<file path="config.mk">
export PLATFORM = sky130hd
export DESIGN_NAME = srd_rate_bank
export DESIGN_NICKNAME = d
export VERILOG_FILES = /design/src/common/srd_pkg.sv /design/src/design/srd_axil_slave.sv /design/src/design/srd_rate_bank.sv
export VERILOG_INCLUDE_DIRS = /design/src /design/src/common
export SDC_FILE = /design/constraint.sdc
export NUM_CORES = 1
export LEC_CHECK = 0
export BUFFER_PORTS_ARGS = -buffer_cell sky130_fd_sc_hd__buf_2
export CORE_ASPECT_RATIO = 0.8
export CORE_MARGIN = 1.5
export CORE_UTILIZATION = 45
export DETAILED_ROUTE_END_ITERATION = 16
export PLACE_DENSITY = 0.66
export SETUP_SLACK_MARGIN = 0.5
export SYNTH_ARGS = -nofsm -noshare
export SYNTH_HDL_FRONTEND = slang
export SYNTH_HIERARCHICAL = 1
export SYNTH_SLANG_ARGS = --single-unit
</file>
<file path="constraint.sdc">
create_clock -name SYS_CLK_IN -period 7.2 [get_ports SYS_CLK_IN]
set_input_delay 0.36 -clock SYS_CLK_IN [delete_from_list [all_inputs] [get_ports SYS_CLK_IN]]
set_output_delay 0.36 -clock SYS_CLK_IN [all_outputs]
set_load 0.05 [all_outputs]
</file>
<file path="src/common/srd_params.svh">
// Register indices, field positions, reset values and domain codes of the rate bank.
// Assumes inclusion by srd_pkg.sv and by the testbench that checks the registers.
`ifndef SRD_PARAMS_SVH
`define SRD_PARAMS_SVH

// Register indices; the byte address of a register is four times its index.
`define SRD_IDX_IN1L 12'h313
`define SRD_IDX_IN1R 12'h317
`define SRD_IDX_IN2L 12'h31B
`define SRD_IDX_IN2R 12'h31F
`define SRD_IDX_IN3L 12'h323
`define SRD_IDX_IN3R 12'h327
`define SRD_IDX_IN4L 12'h32B
`define SRD_IDX_IN4R 12'h32F
`define SRD_IDX_IN_COMMON 12'h308
`define SRD_IDX_IN_MODE 12'h309
`define SRD_IDX_STATUS 12'h30A
`define SRD_IDX_OUT 12'h408
`define SRD_IDX_PORT1 12'h503
`define SRD_IDX_PORT2 12'h543
`define SRD_IDX_PORT3 12'h583
`define SRD_IDX_SPDIF 12'h5C2

// Bus geometry.
`define SRD_ADDR_W 16
`define SRD_IDX_W 12
`define SRD_IDX_MSB 13
`define SRD_IDX_LSB 2
`define SRD_REG_W 16
`define SRD_REG_BYTES 2

// Field positions.
`define SRD_RATE_W 5
`define SRD_RATE_MSB 15
`define SRD_RATE_LSB 11
`define SRD_SPDIF_MSB 8
`define SRD_SPDIF_LSB 4
`define SRD_MODE_BIT 0
`define SRD_FAULT_BIT 0

// Reset values and mode encoding.
`define SRD_RATE_RST 5'h00
`define SRD_MODE_RST 1'b0
`define SRD_MODE_PER_CHANNEL 1'b1

// Domain codes.
`define SRD_CODE_SYNC1 5'h00
`define SRD_CODE_SYNC2 5'h01
`define SRD_CODE_SYNC3 5'h02
`define SRD_CODE_ASYNC_A 5'h08
`define SRD_CODE_ASYNC_B 5'h09

// Bus answers.
`define SRD_RESP_OKAY 2'h0
`define SRD_RESP_SLVERR 2'h2
`define SRD_READ_ZERO 32'h0000_0000

`endif

</file>
<file path="src/common/srd_pkg.sv">
// Types shared by the rate bank and its AXI4-Lite slave.
// Assumes srd_params.svh is on the include path.
package srd_pkg;
  `include "srd_params.svh"

  typedef logic [`SRD_RATE_W-1:0] srd_rate_t;
  typedef logic [`SRD_REG_W-1:0] srd_reg_t;
  typedef logic [`SRD_IDX_W-1:0] srd_idx_t;
  typedef logic [`SRD_ADDR_W-1:0] srd_addr_t;

  // Master-driven AXI4-Lite signals.
  typedef struct packed {
    srd_addr_t awaddr;
    logic awvalid;
    logic [31:0] wdata;
    logic [3:0] wstrb;
    logic wvalid;
    logic bready;
    srd_addr_t araddr;
    logic arvalid;
    logic rready;
  } srd_axil_req_t;

  // Slave-driven AXI4-Lite signals.
  typedef struct packed {
    logic awready;
    logic wready;
    logic [1:0] bresp;
    logic bvalid;
    logic arready;
    logic [31:0] rdata;
    logic [1:0] rresp;
    logic rvalid;
  } srd_axil_rsp_t;

  // Register access offered by the slave to the bank.
  typedef struct packed {
    logic wr_en;
    srd_addr_t wr_addr;
    logic [31:0] wr_data;
    logic [3:0] wr_strb;
    logic rd_en;
    srd_addr_t rd_addr;
  } srd_acc_t;

  // Bank answer to an access, valid in the cycle of the access.
  typedef struct packed {
    logic wr_err;
    logic [31:0] rd_data;
    logic rd_err;
  } srd_ans_t;

  // Slave state.
  typedef struct packed {
    logic aw_held;
    srd_addr_t awaddr;
    logic w_held;
    logic [31:0] wdata;
    logic [3:0] wstrb;
    logic bvalid;
    logic [1:0] bresp;
    logic rvalid;
    logic [31:0] rdata;
    logic [1:0] rresp;
  } srd_slv_t;

  // Bank state.
  typedef struct packed {
    srd_rate_t [7:0] in_rate;
    srd_rate_t common_in_rate;
    logic in_mode;
    srd_rate_t out_rate;
    srd_rate_t [2:0] port_rate;
    srd_rate_t spdif_rate;
    logic fault;
    srd_rate_t [7:0] in_eff;
  } srd_bank_t;
endpackage

</file>
<file path="src/design/srd_axil_slave.sv">
// AXI4-Lite slave front end of the rate bank: one write and one read under way.
// Assumes the bank answers each access combinationally in the cycle it is offered.
`timescale 1ns/10ps
module srd_axil_slave (
  // Clock and reset.
  input wire logic clk_in,
  input wire logic rst_n_in,
  // Bus side.
  input wire srd_pkg::srd_axil_req_t axi_req_in,
  output srd_pkg::srd_axil_rsp_t axi_rsp_out,
  // Bank side.
  output srd_pkg::srd_acc_t acc_out,
  input wire srd_pkg::srd_ans_t ans_in
);
  import srd_pkg::*;

  srd_slv_t q;
  srd_slv_t next_q;
  logic aw_hs;
  logic w_hs;
  logic wr_fire;
  logic ar_hs;

  // Ready stays low while a response waits, which keeps one write and one read in flight.
  always_comb begin
    axi_rsp_out.awready = !q.aw_held && !q.bvalid;
    axi_rsp_out.wready = !q.w_held && !q.bvalid;
    axi_rsp_out.bresp = q.bresp;
    axi_rsp_out.bvalid = q.bvalid;
    axi_rsp_out.arready = !q.rvalid;
    axi_rsp_out.rdata = q.rdata;
    axi_rsp_out.rresp = q.rresp;
    axi_rsp_out.rvalid = q.rvalid;
    aw_hs = axi_req_in.awvalid && axi_rsp_out.awready;
    w_hs = axi_req_in.wvalid && axi_rsp_out.wready;
    ar_hs = axi_req_in.arvalid && axi_rsp_out.arready;
    wr_fire = (q.aw_held || aw_hs) && (q.w_held || w_hs) && !q.bvalid;
    acc_out.wr_en = wr_fire;
    acc_out.wr_addr = q.aw_held ? q.awaddr : axi_req_in.awaddr;
    acc_out.wr_data = q.w_held ? q.wdata : axi_req_in.wdata;
    acc_out.wr_strb = q.w_held ? q.wstrb : axi_req_in.wstrb;
    acc_out.rd_en = ar_hs;
    acc_out.rd_addr = axi_req_in.araddr;
  end

  // Address and data may arrive in either order; the first is parked until the second.
  always_comb begin
    next_q = q;
    if (aw_hs && !wr_fire) begin
      next_q.aw_held = 1'b1;
      next_q.awaddr = axi_req_in.awaddr;
    end
    if (w_hs && !wr_fire) begin
      next_q.w_held = 1'b1;
      next_q.wdata = axi_req_in.wdata;
      next_q.wstrb = axi_req_in.wstrb;
    end
    if (q.bvalid && axi_req_in.bready) begin
      next_q.bvalid = 1'b0;
    end
    if (wr_fire) begin
      next_q.aw_held = 1'b0;
      next_q.w_held = 1'b0;
      next_q.bvalid = 1'b1;
      next_q.bresp = ans_in.wr_err ? `SRD_RESP_SLVERR : `SRD_RESP_OKAY;
    end
    if (q.rvalid && axi_req_in.rready) begin
      next_q.rvalid = 1'b0;
    end
    if (ar_hs) begin
      next_q.rvalid = 1'b1;
      next_q.rdata = ans_in.rd_data;
      next_q.rresp = ans_in.rd_err ? `SRD_RESP_SLVERR : `SRD_RESP_OKAY;
    end
  end

  // State register.
  always_ff @(posedge clk_in or negedge rst_n_in) begin
    if (!rst_n_in) begin
      q <= '0;
    end else begin
      q <= next_q;
    end
  end
endmodule

</file>
<file path="src/design/srd_rate_bank.sv">
// Sample-rate domain select bank: assigns input paths, the output path, three serial
// ports and the S/PDIF transmitter to rate domains, written over AXI4-Lite.
// Assumes software keeps the mixer-clearing and rate-range duties listed below.
//
// How it works
// A per-channel input rate field drives its path only while the input mode bit is 1.
// Each per-channel input field is bits 15:11, resets to 0x00, takes only codes 0x00-0x02.
// Software picks an input domain only if it runs between 8 and 192 kHz.
// With microphone oversampling 01X software caps the channel at 48 or 96 kHz.
// The output path field at bits 15:11 takes codes 0x00-0x02, 0x08 and 0x09 only.
// Each of the three serial ports has a field at bits 15:11 with the same five codes.
// Software puts the output path and serial ports only on domains of 8 to 384 kHz.
// Software zeroes every output mixer source before changing the output path rate.
// Software zeroes a serial port's transmit mixer sources before changing its rate.
// The S/PDIF transmitter field sits at bits 8:4, resets to 0x00, with the same five codes.
// Software puts the S/PDIF transmitter only on domains of 32 to 192 kHz.
// Software zeroes every S/PDIF source before changing the S/PDIF rate.
// With the input mode bit at 0 all input paths follow the common input rate field.
// Every field reads back what was last written and a write leaves other fields alone; the fault flag is write-1-to-clear and set by any SLVERR write.
//
// Added by the designer: the AXI4-Lite interface to the registers.
`timescale 1ns/10ps
module srd_rate_bank (
  // Clock and reset.
  input wire logic SYS_CLK_IN,
  input wire logic RST_N_IN,
  // Register bus.
  input wire srd_pkg::srd_axil_req_t AXI_REQ_IN,
  output srd_pkg::srd_axil_rsp_t AXI_RSP_OUT,
  // Selected domains.
  output srd_pkg::srd_rate_t [7:0] IN_PATH_RATE_OUT,
  output srd_pkg::srd_rate_t OUT_PATH_RATE_OUT,
  output srd_pkg::srd_rate_t [2:0] SERIAL_PORT_RATE_OUT,
  output srd_pkg::srd_rate_t SPDIF_TX_RATE_OUT,
  output logic IN_RATE_MODE_OUT
);
  import srd_pkg::*;

  // Input channel order: 1L, 1R, 2L, 2R, 3L, 3R, 4L, 4R.
  localparam srd_idx_t IN_IDX [8] = '{`SRD_IDX_IN1L, `SRD_IDX_IN1R, `SRD_IDX_IN2L,
    `SRD_IDX_IN2R, `SRD_IDX_IN3L, `SRD_IDX_IN3R, `SRD_IDX_IN4L, `SRD_IDX_IN4R};
  localparam srd_idx_t PORT_IDX [3] = '{`SRD_IDX_PORT1, `SRD_IDX_PORT2, `SRD_IDX_PORT3};

  srd_bank_t q;
  srd_bank_t next_q;
  srd_acc_t acc;
  srd_ans_t ans;
  srd_idx_t wr_idx;
  srd_idx_t rd_idx;
  logic wr_hit;
  logic rd_hit;
  srd_reg_t wr_old;
  srd_reg_t wr_new;
  srd_reg_t rd_img;
  srd_rate_t wr_code;
  srd_rate_t wr_spdif_code;
  logic wr_in_target;
  logic wr_bad_code;

  // Input paths accept only the synchronous domains.
  function automatic logic in_code_ok(srd_rate_t code);
    return (code == `SRD_CODE_SYNC1) || (code == `SRD_CODE_SYNC2) ||
      (code == `SRD_CODE_SYNC3);
  endfunction

  // Output, serial port and S/PDIF paths also accept the two asynchronous domains.
  function automatic logic out_code_ok(srd_rate_t code);
    return in_code_ok(code) || (code == `SRD_CODE_ASYNC_A) || (code == `SRD_CODE_ASYNC_B);
  endfunction

  // A register is mapped only at an aligned byte address with no bits above the index.
  function automatic logic addr_ok(srd_addr_t addr);
    return (addr[`SRD_IDX_LSB-1:0] == '0) && (addr[`SRD_ADDR_W-1:`SRD_IDX_MSB+1] == '0);
  endfunction

  function automatic srd_idx_t addr_idx(srd_addr_t addr);
    return addr[`SRD_IDX_MSB:`SRD_IDX_LSB];
  endfunction

  // Byte lanes without a strobe keep the old bits, so one write never disturbs another
  // field of the same register.
  function automatic srd_reg_t merge_lanes(srd_reg_t old, logic [31:0] data, logic [3:0] strb);
    srd_reg_t res;
    res = old;
    for (int b = 0; b < `SRD_REG_BYTES; b++) begin
      if (strb[b]) begin
        res[b*8 +: 8] = data[b*8 +: 8];
      end
    end
    return res;
  endfunction

  // Read image of one register; the top bit says whether the index is mapped.
  function automatic logic [`SRD_REG_W:0] reg_image(srd_bank_t s, srd_idx_t idx);
    srd_reg_t img;
    logic hit;
    img = '0;
    hit = 1'b1;
    if (idx == `SRD_IDX_IN_COMMON) begin
      img[`SRD_RATE_MSB:`SRD_RATE_LSB] = s.common_in_rate;
    end else if (idx == `SRD_IDX_IN_MODE) begin
      img[`SRD_MODE_BIT] = s.in_mode;
    end else if (idx == `SRD_IDX_STATUS) begin
      img[`SRD_FAULT_BIT] = s.fault;
    end else if (idx == `SRD_IDX_OUT) begin
      img[`SRD_RATE_MSB:`SRD_RATE_LSB] = s.out_rate;
    end else if (idx == `SRD_IDX_SPDIF) begin
      img[`SRD_SPDIF_MSB:`SRD_SPDIF_LSB] = s.spdif_rate;
    end else begin
      hit = 1'b0;
      for (int i = 0; i < 8; i++) begin
        if (idx == IN_IDX[i]) begin
          hit = 1'b1;
          img[`SRD_RATE_MSB:`SRD_RATE_LSB] = s.in_rate[i];
        end
      end
      for (int p = 0; p < 3; p++) begin
        if (idx == PORT_IDX[p]) begin
          hit = 1'b1;
          img[`SRD_RATE_MSB:`SRD_RATE_LSB] = s.port_rate[p];
        end
      end
    end
    return {hit, img};
  endfunction

  // Bus handshakes live in the slave; the bank answers in the same cycle.
  srd_axil_slave u_slave (
    .clk_in(SYS_CLK_IN),
    .rst_n_in(RST_N_IN),
    .axi_req_in(AXI_REQ_IN),
    .axi_rsp_out(AXI_RSP_OUT),
    .acc_out(acc),
    .ans_in(ans)
  );

  // Decode of the write and read targets.
  always_comb begin
    wr_idx = addr_idx(acc.wr_addr);
    rd_idx = addr_idx(acc.rd_addr);
    {wr_hit, wr_old} = reg_image(q, wr_idx);
    wr_hit = wr_hit && addr_ok(acc.wr_addr);
    {rd_hit, rd_img} = reg_image(q, rd_idx);
    rd_hit = rd_hit && addr_ok(acc.rd_addr);
    wr_new = merge_lanes(wr_old, acc.wr_data, acc.wr_strb);
    wr_code = wr_new[`SRD_RATE_MSB:`SRD_RATE_LSB];
    wr_spdif_code = wr_new[`SRD_SPDIF_MSB:`SRD_SPDIF_LSB];
    wr_in_target = (wr_idx == `SRD_IDX_IN_COMMON);
    for (int i = 0; i < 8; i++) begin
      if (wr_idx == IN_IDX[i]) begin
        wr_in_target = 1'b1;
      end
    end
  end

  // Register writes. A write carrying a reserved code is refused as a whole: the field
  // keeps its old value, the bus sees SLVERR and the fault flag is raised, because a
  // reserved domain would leave the path without a clock.
  always_comb begin
    next_q = q;
    wr_bad_code = 1'b0;
    if (acc.wr_en && wr_hit) begin
      if (wr_idx == `SRD_IDX_IN_MODE) begin
        next_q.in_mode = wr_new[`SRD_MODE_BIT];
      end else if (wr_idx == `SRD_IDX_STATUS) begin
        if (acc.wr_strb[0] && acc.wr_data[`SRD_FAULT_BIT]) begin
          next_q.fault = 1'b0;
        end
      end else if (wr_idx == `SRD_IDX_SPDIF) begin
        if (out_code_ok(wr_spdif_code)) begin
          next_q.spdif_rate = wr_spdif_code;
        end else begin
          wr_bad_code = 1'b1;
        end
      end else if (wr_in_target) begin
        if (!in_code_ok(wr_code)) begin
          wr_bad_code = 1'b1;
        end else if (wr_idx == `SRD_IDX_IN_COMMON) begin
          next_q.common_in_rate = wr_code;
        end else begin
          for (int i = 0; i < 8; i++) begin
            if (wr_idx == IN_IDX[i]) begin
              next_q.in_rate[i] = wr_code;
            end
          end
        end
      end else if (!out_code_ok(wr_code)) begin
        wr_bad_code = 1'b1;
      end else if (wr_idx == `SRD_IDX_OUT) begin
        next_q.out_rate = wr_code;
      end else begin
        for (int p = 0; p < 3; p++) begin
          if (wr_idx == PORT_IDX[p]) begin
            next_q.port_rate[p] = wr_code;
          end
        end
      end
    end
    // A new fault in the cycle of its clear wins over the clear.
    if (acc.wr_en && (wr_bad_code || !wr_hit)) begin
      next_q.fault = 1'b1;
    end
    // Each input path follows its own field or the common one, as the mode bit says.
    for (int i = 0; i < 8; i++) begin
      if (next_q.in_mode == `SRD_MODE_PER_CHANNEL) begin
        next_q.in_eff[i] = next_q.in_rate[i];
      end else begin
        next_q.in_eff[i] = next_q.common_in_rate;
      end
    end
  end

  // Answers to the slave: unmapped addresses give SLVERR and read as zero.
  always_comb begin
    ans.wr_err = !wr_hit || wr_bad_code;
    ans.rd_err = !rd_hit;
    ans.rd_data = rd_hit ? {16'h0000, rd_img} : `SRD_READ_ZERO;
  end

  // State register; every rate field resets to the first synchronous domain, the mode bit and the fault flag to 0.
  always_ff @(posedge SYS_CLK_IN or negedge RST_N_IN) begin
    if (!RST_N_IN) begin
      q <= '0;
    end else begin
      q <= next_q;
    end
  end

  // Outputs all come straight from the state register.
  assign IN_PATH_RATE_OUT = q.in_eff;
  assign OUT_PATH_RATE_OUT = q.out_rate;
  assign SERIAL_PORT_RATE_OUT = q.port_rate;
  assign SPDIF_TX_RATE_OUT = q.spdif_rate;
  assign IN_RATE_MODE_OUT = q.in_mode;
endmodule

</file>
==> impl_results.md <==
* Initial antenna violation count at 2
* Worst min path class: primary input to register
* Core area at 22700 um2
* Setup bufs post-CTS at 0
* Clock network fraction of total power at 29.4%
* CP arrival at 5.69 ns
* Worst skew pair latency at 0.44 ns
* Max-slew violations at 0
* Initial Util at 46.4%
* Sequential Power Share at 37.9%
* Worst slew pin tran at 1.31 ns
* Layout net count at 1034
* Layout cells sized above 1 at 38.1%
* Total net switching power at 0.00122 W
* Total negative setup slack at 0 ns
* Vias in the first global route at 7235
* Int Power at 0.00199 W
* Synth Warn # at 6
* TritonCTS clock tree: yes
* First-pass GRT wire length at 42.2 mm
* Critical Path Fanout Max at 22
* CTS Buffer Depth at 2
* Final hold viol count at 0
* Crit. End Element: register
* PD cells at 286 nW/um2
* Drt drc at 0
* DRT antenna net count at 0
* Worst Setup Path Type: register to register
* Hpwl dp at 19.5 mm
* Req. time, crit path at 7.52 ns
* Min Tclk post-route at 5.36 ns
* Clock transition at path regs at 0.08 ns
* All-Layer GR Usage at 22.5%
* Sw Share at 38.0%
* Inserted Diodes at 0
* Unrepaired setup endpoints after global routing: no
* Place WS at 1.93 ns
* # clock sinks at 179
* Htree depth at 4
* Max IR drop VDD at 0.155 mV
* Sequential Area at 4480 um2
* Netlist Area Pre-Place at 10500 um2
* Vias at 7356
* Leakage power at 5.27 nW
* Row cnt at 49
* Fin crit share at 74.5%
* CP Launch Type: register
* Fmax at 186 MHz
* Clk_skew at 0.0145 ns
* TritonCTS Buffers at 17
* Die Span X at 174 um
* Worst setup margin at 1.84 ns
* Multi-input logic area at 4880 um2
* Port bufs at 156
* Root cell of the clock tree: clkbuf_16
* Wire per inst at 20.9 um
* Max-cap violations at 0
* WL final at 26.7 mm
* Ports at 182
* Vias per inst at 5.76
* Synth-to-Final Area Change at 6.64%
* Die Area at 24300 um2
* Overflow after GRT at 0
* Die height at 140 um
* Drt pass-1 iters at 6
* Combinational group share of total power at 32.7%
* Final setup violation count at 0
* Mapped Avg Cell Area at 11.2 um2
* Drt initial violations at 750
* Number of gates resized after cts at 0
* Status: complete, no violations
* Placer congestion estimate at 0.923
* Post-Synthesis Cells at 936
* Relative slew slack at 11.4%
* Fillers at 2124
* Largest net degree at the start of global routing at 74
## metrics by stage
stage | util (%) | total power [W] | cell area (um2) | cells | hold slack [ns]
6_report | 49.5 | 0.00320 | 11200 | 1278 | 0.0854
5_1_grt | 49.5 | 0.00336 | 11200 | 1278 | 0.0792
4_1_cts | 49.5 | 0.00322 | 11200 | 1278 | 0.0720
3_5_place_dp | 46.7 | 0.00227 | 10600 | 1245 | 0.347
3_3_place_gp | 46.7 | 0.00225 | 10600 | 1245 | 0.342
2_1_floorplan | - | 0.00210 | 10600 | 957 | 0.0644
## critical path, cell delays in order (launching register included)
cell	delay [ns]
dfrtp_1	0.88
mux2_2	0.62
or3b_1	0.49
nor4_2	1.04
a22oi_2	0.14
a31oi_4	0.26
o31a_1	0.42
o2111ai_4	0.35
or3_1	0.65
mux2_4	0.36
## metal layers
layer	track usage, %	vias up	wire length (um)
met5	0	-	10
met3	7.21	28	2620
met2	32.0	329	11300
li1	-	3342	-
met1	33.1	3655	12400
met4	5.54	2	350
## registers in the layout (all words and copies together), names as in the netlist
signal	count
IN_PATH_RATE_OUT	40
SPDIF_TX_RATE_OUT	5
OUT_PATH_RATE_OUT	5
IN_RATE_MODE_OUT	1
q	46
u_slave/q	31
u_slave/axi_rsp_out	36
SERIAL_PORT_RATE_OUT	15
## timing repair
item	in CTS	in global routing
hold endpoints to repair	50	0
hold buffers	1	0
endpoints found under the setup margin	0	0
## path summary, 6_finish.rpt
kind,startpoint,cells past startpoint,slack [ns],to
worst min register to register,u_slave/q[85],1,0.50,u_slave/q[85]
worst max register to register,u_slave/q[91],9,1.84,q[77]
worst min-delay path,AXI_REQ_IN[0],2,0.09,u_slave/axi_rsp_out[0]
min in group asynchronous,RST_N_IN,2,0.44,u_slave/q[47]
worst max-delay path,u_slave/q[91],9,1.84,q[77]
max in group asynchronous,RST_N_IN,3,5.50,q[101]
## power groups by stage
stage / clock network (W) / logic, W / registers [W]
5_1_grt: 0.00101 / 0.00112 / 0.00123
4_1_cts: 0.000963 / 0.00105 / 0.00122
6_report: 0.000942 / 0.00105 / 0.00121
3_3_place_gp: 0 / 0.00103 / 0.00122
2_1_floorplan: 0 / 0.000917 / 0.00119
3_5_place_dp: 0 / 0.00104 / 0.00123
## layout make-up
cell class	instances	area share, %
Timing Repair Buffer	159	7.24
Sequential cell	179	39.9
Multi-Input combinational cell	587	43.5
Inverter	15	0.502
Tap cell	306	3.41
Clock inverter	15	1.61
Clock buffer	17	3.79
## layout by cell type (no fill, tap or decap), types with 4 or more instances in the layout
| cell | n |
|---|---|
| o21ai_0 | 24 |
| o211ai_1 | 11 |
| o311ai_0 | 14 |
| dfrtp_1 | 179 |
| clkinv_8 | 5 |
| a31o_2 | 8 |
| mux2i_1 | 9 |
| nand2b_1 | 11 |
| or4_1 | 4 |
| conb_1 | 23 |
| clkbuf_16 | 17 |
| mux4_2 | 9 |
| o21a_1 | 4 |
| a31oi_1 | 6 |
| a22oi_1 | 7 |
| and2_1 | 29 |
| and3_1 | 4 |
| a21o_1 | 17 |
| nor2b_1 | 26 |
| nand2_1 | 37 |
| o31a_1 | 8 |
| a21oi_1 | 26 |
| o22a_1 | 4 |
| nor2_1 | 28 |
| or3_1 | 7 |
| inv_1 | 15 |
| nor3_1 | 15 |
| mux2_4 | 18 |
| mux2_2 | 108 |
| nand3_1 | 10 |
| nand4_1 | 6 |
| a22o_1 | 5 |
| or2_2 | 4 |
| buf_2 | 155 |
Power figures use the tool's default switching activity.
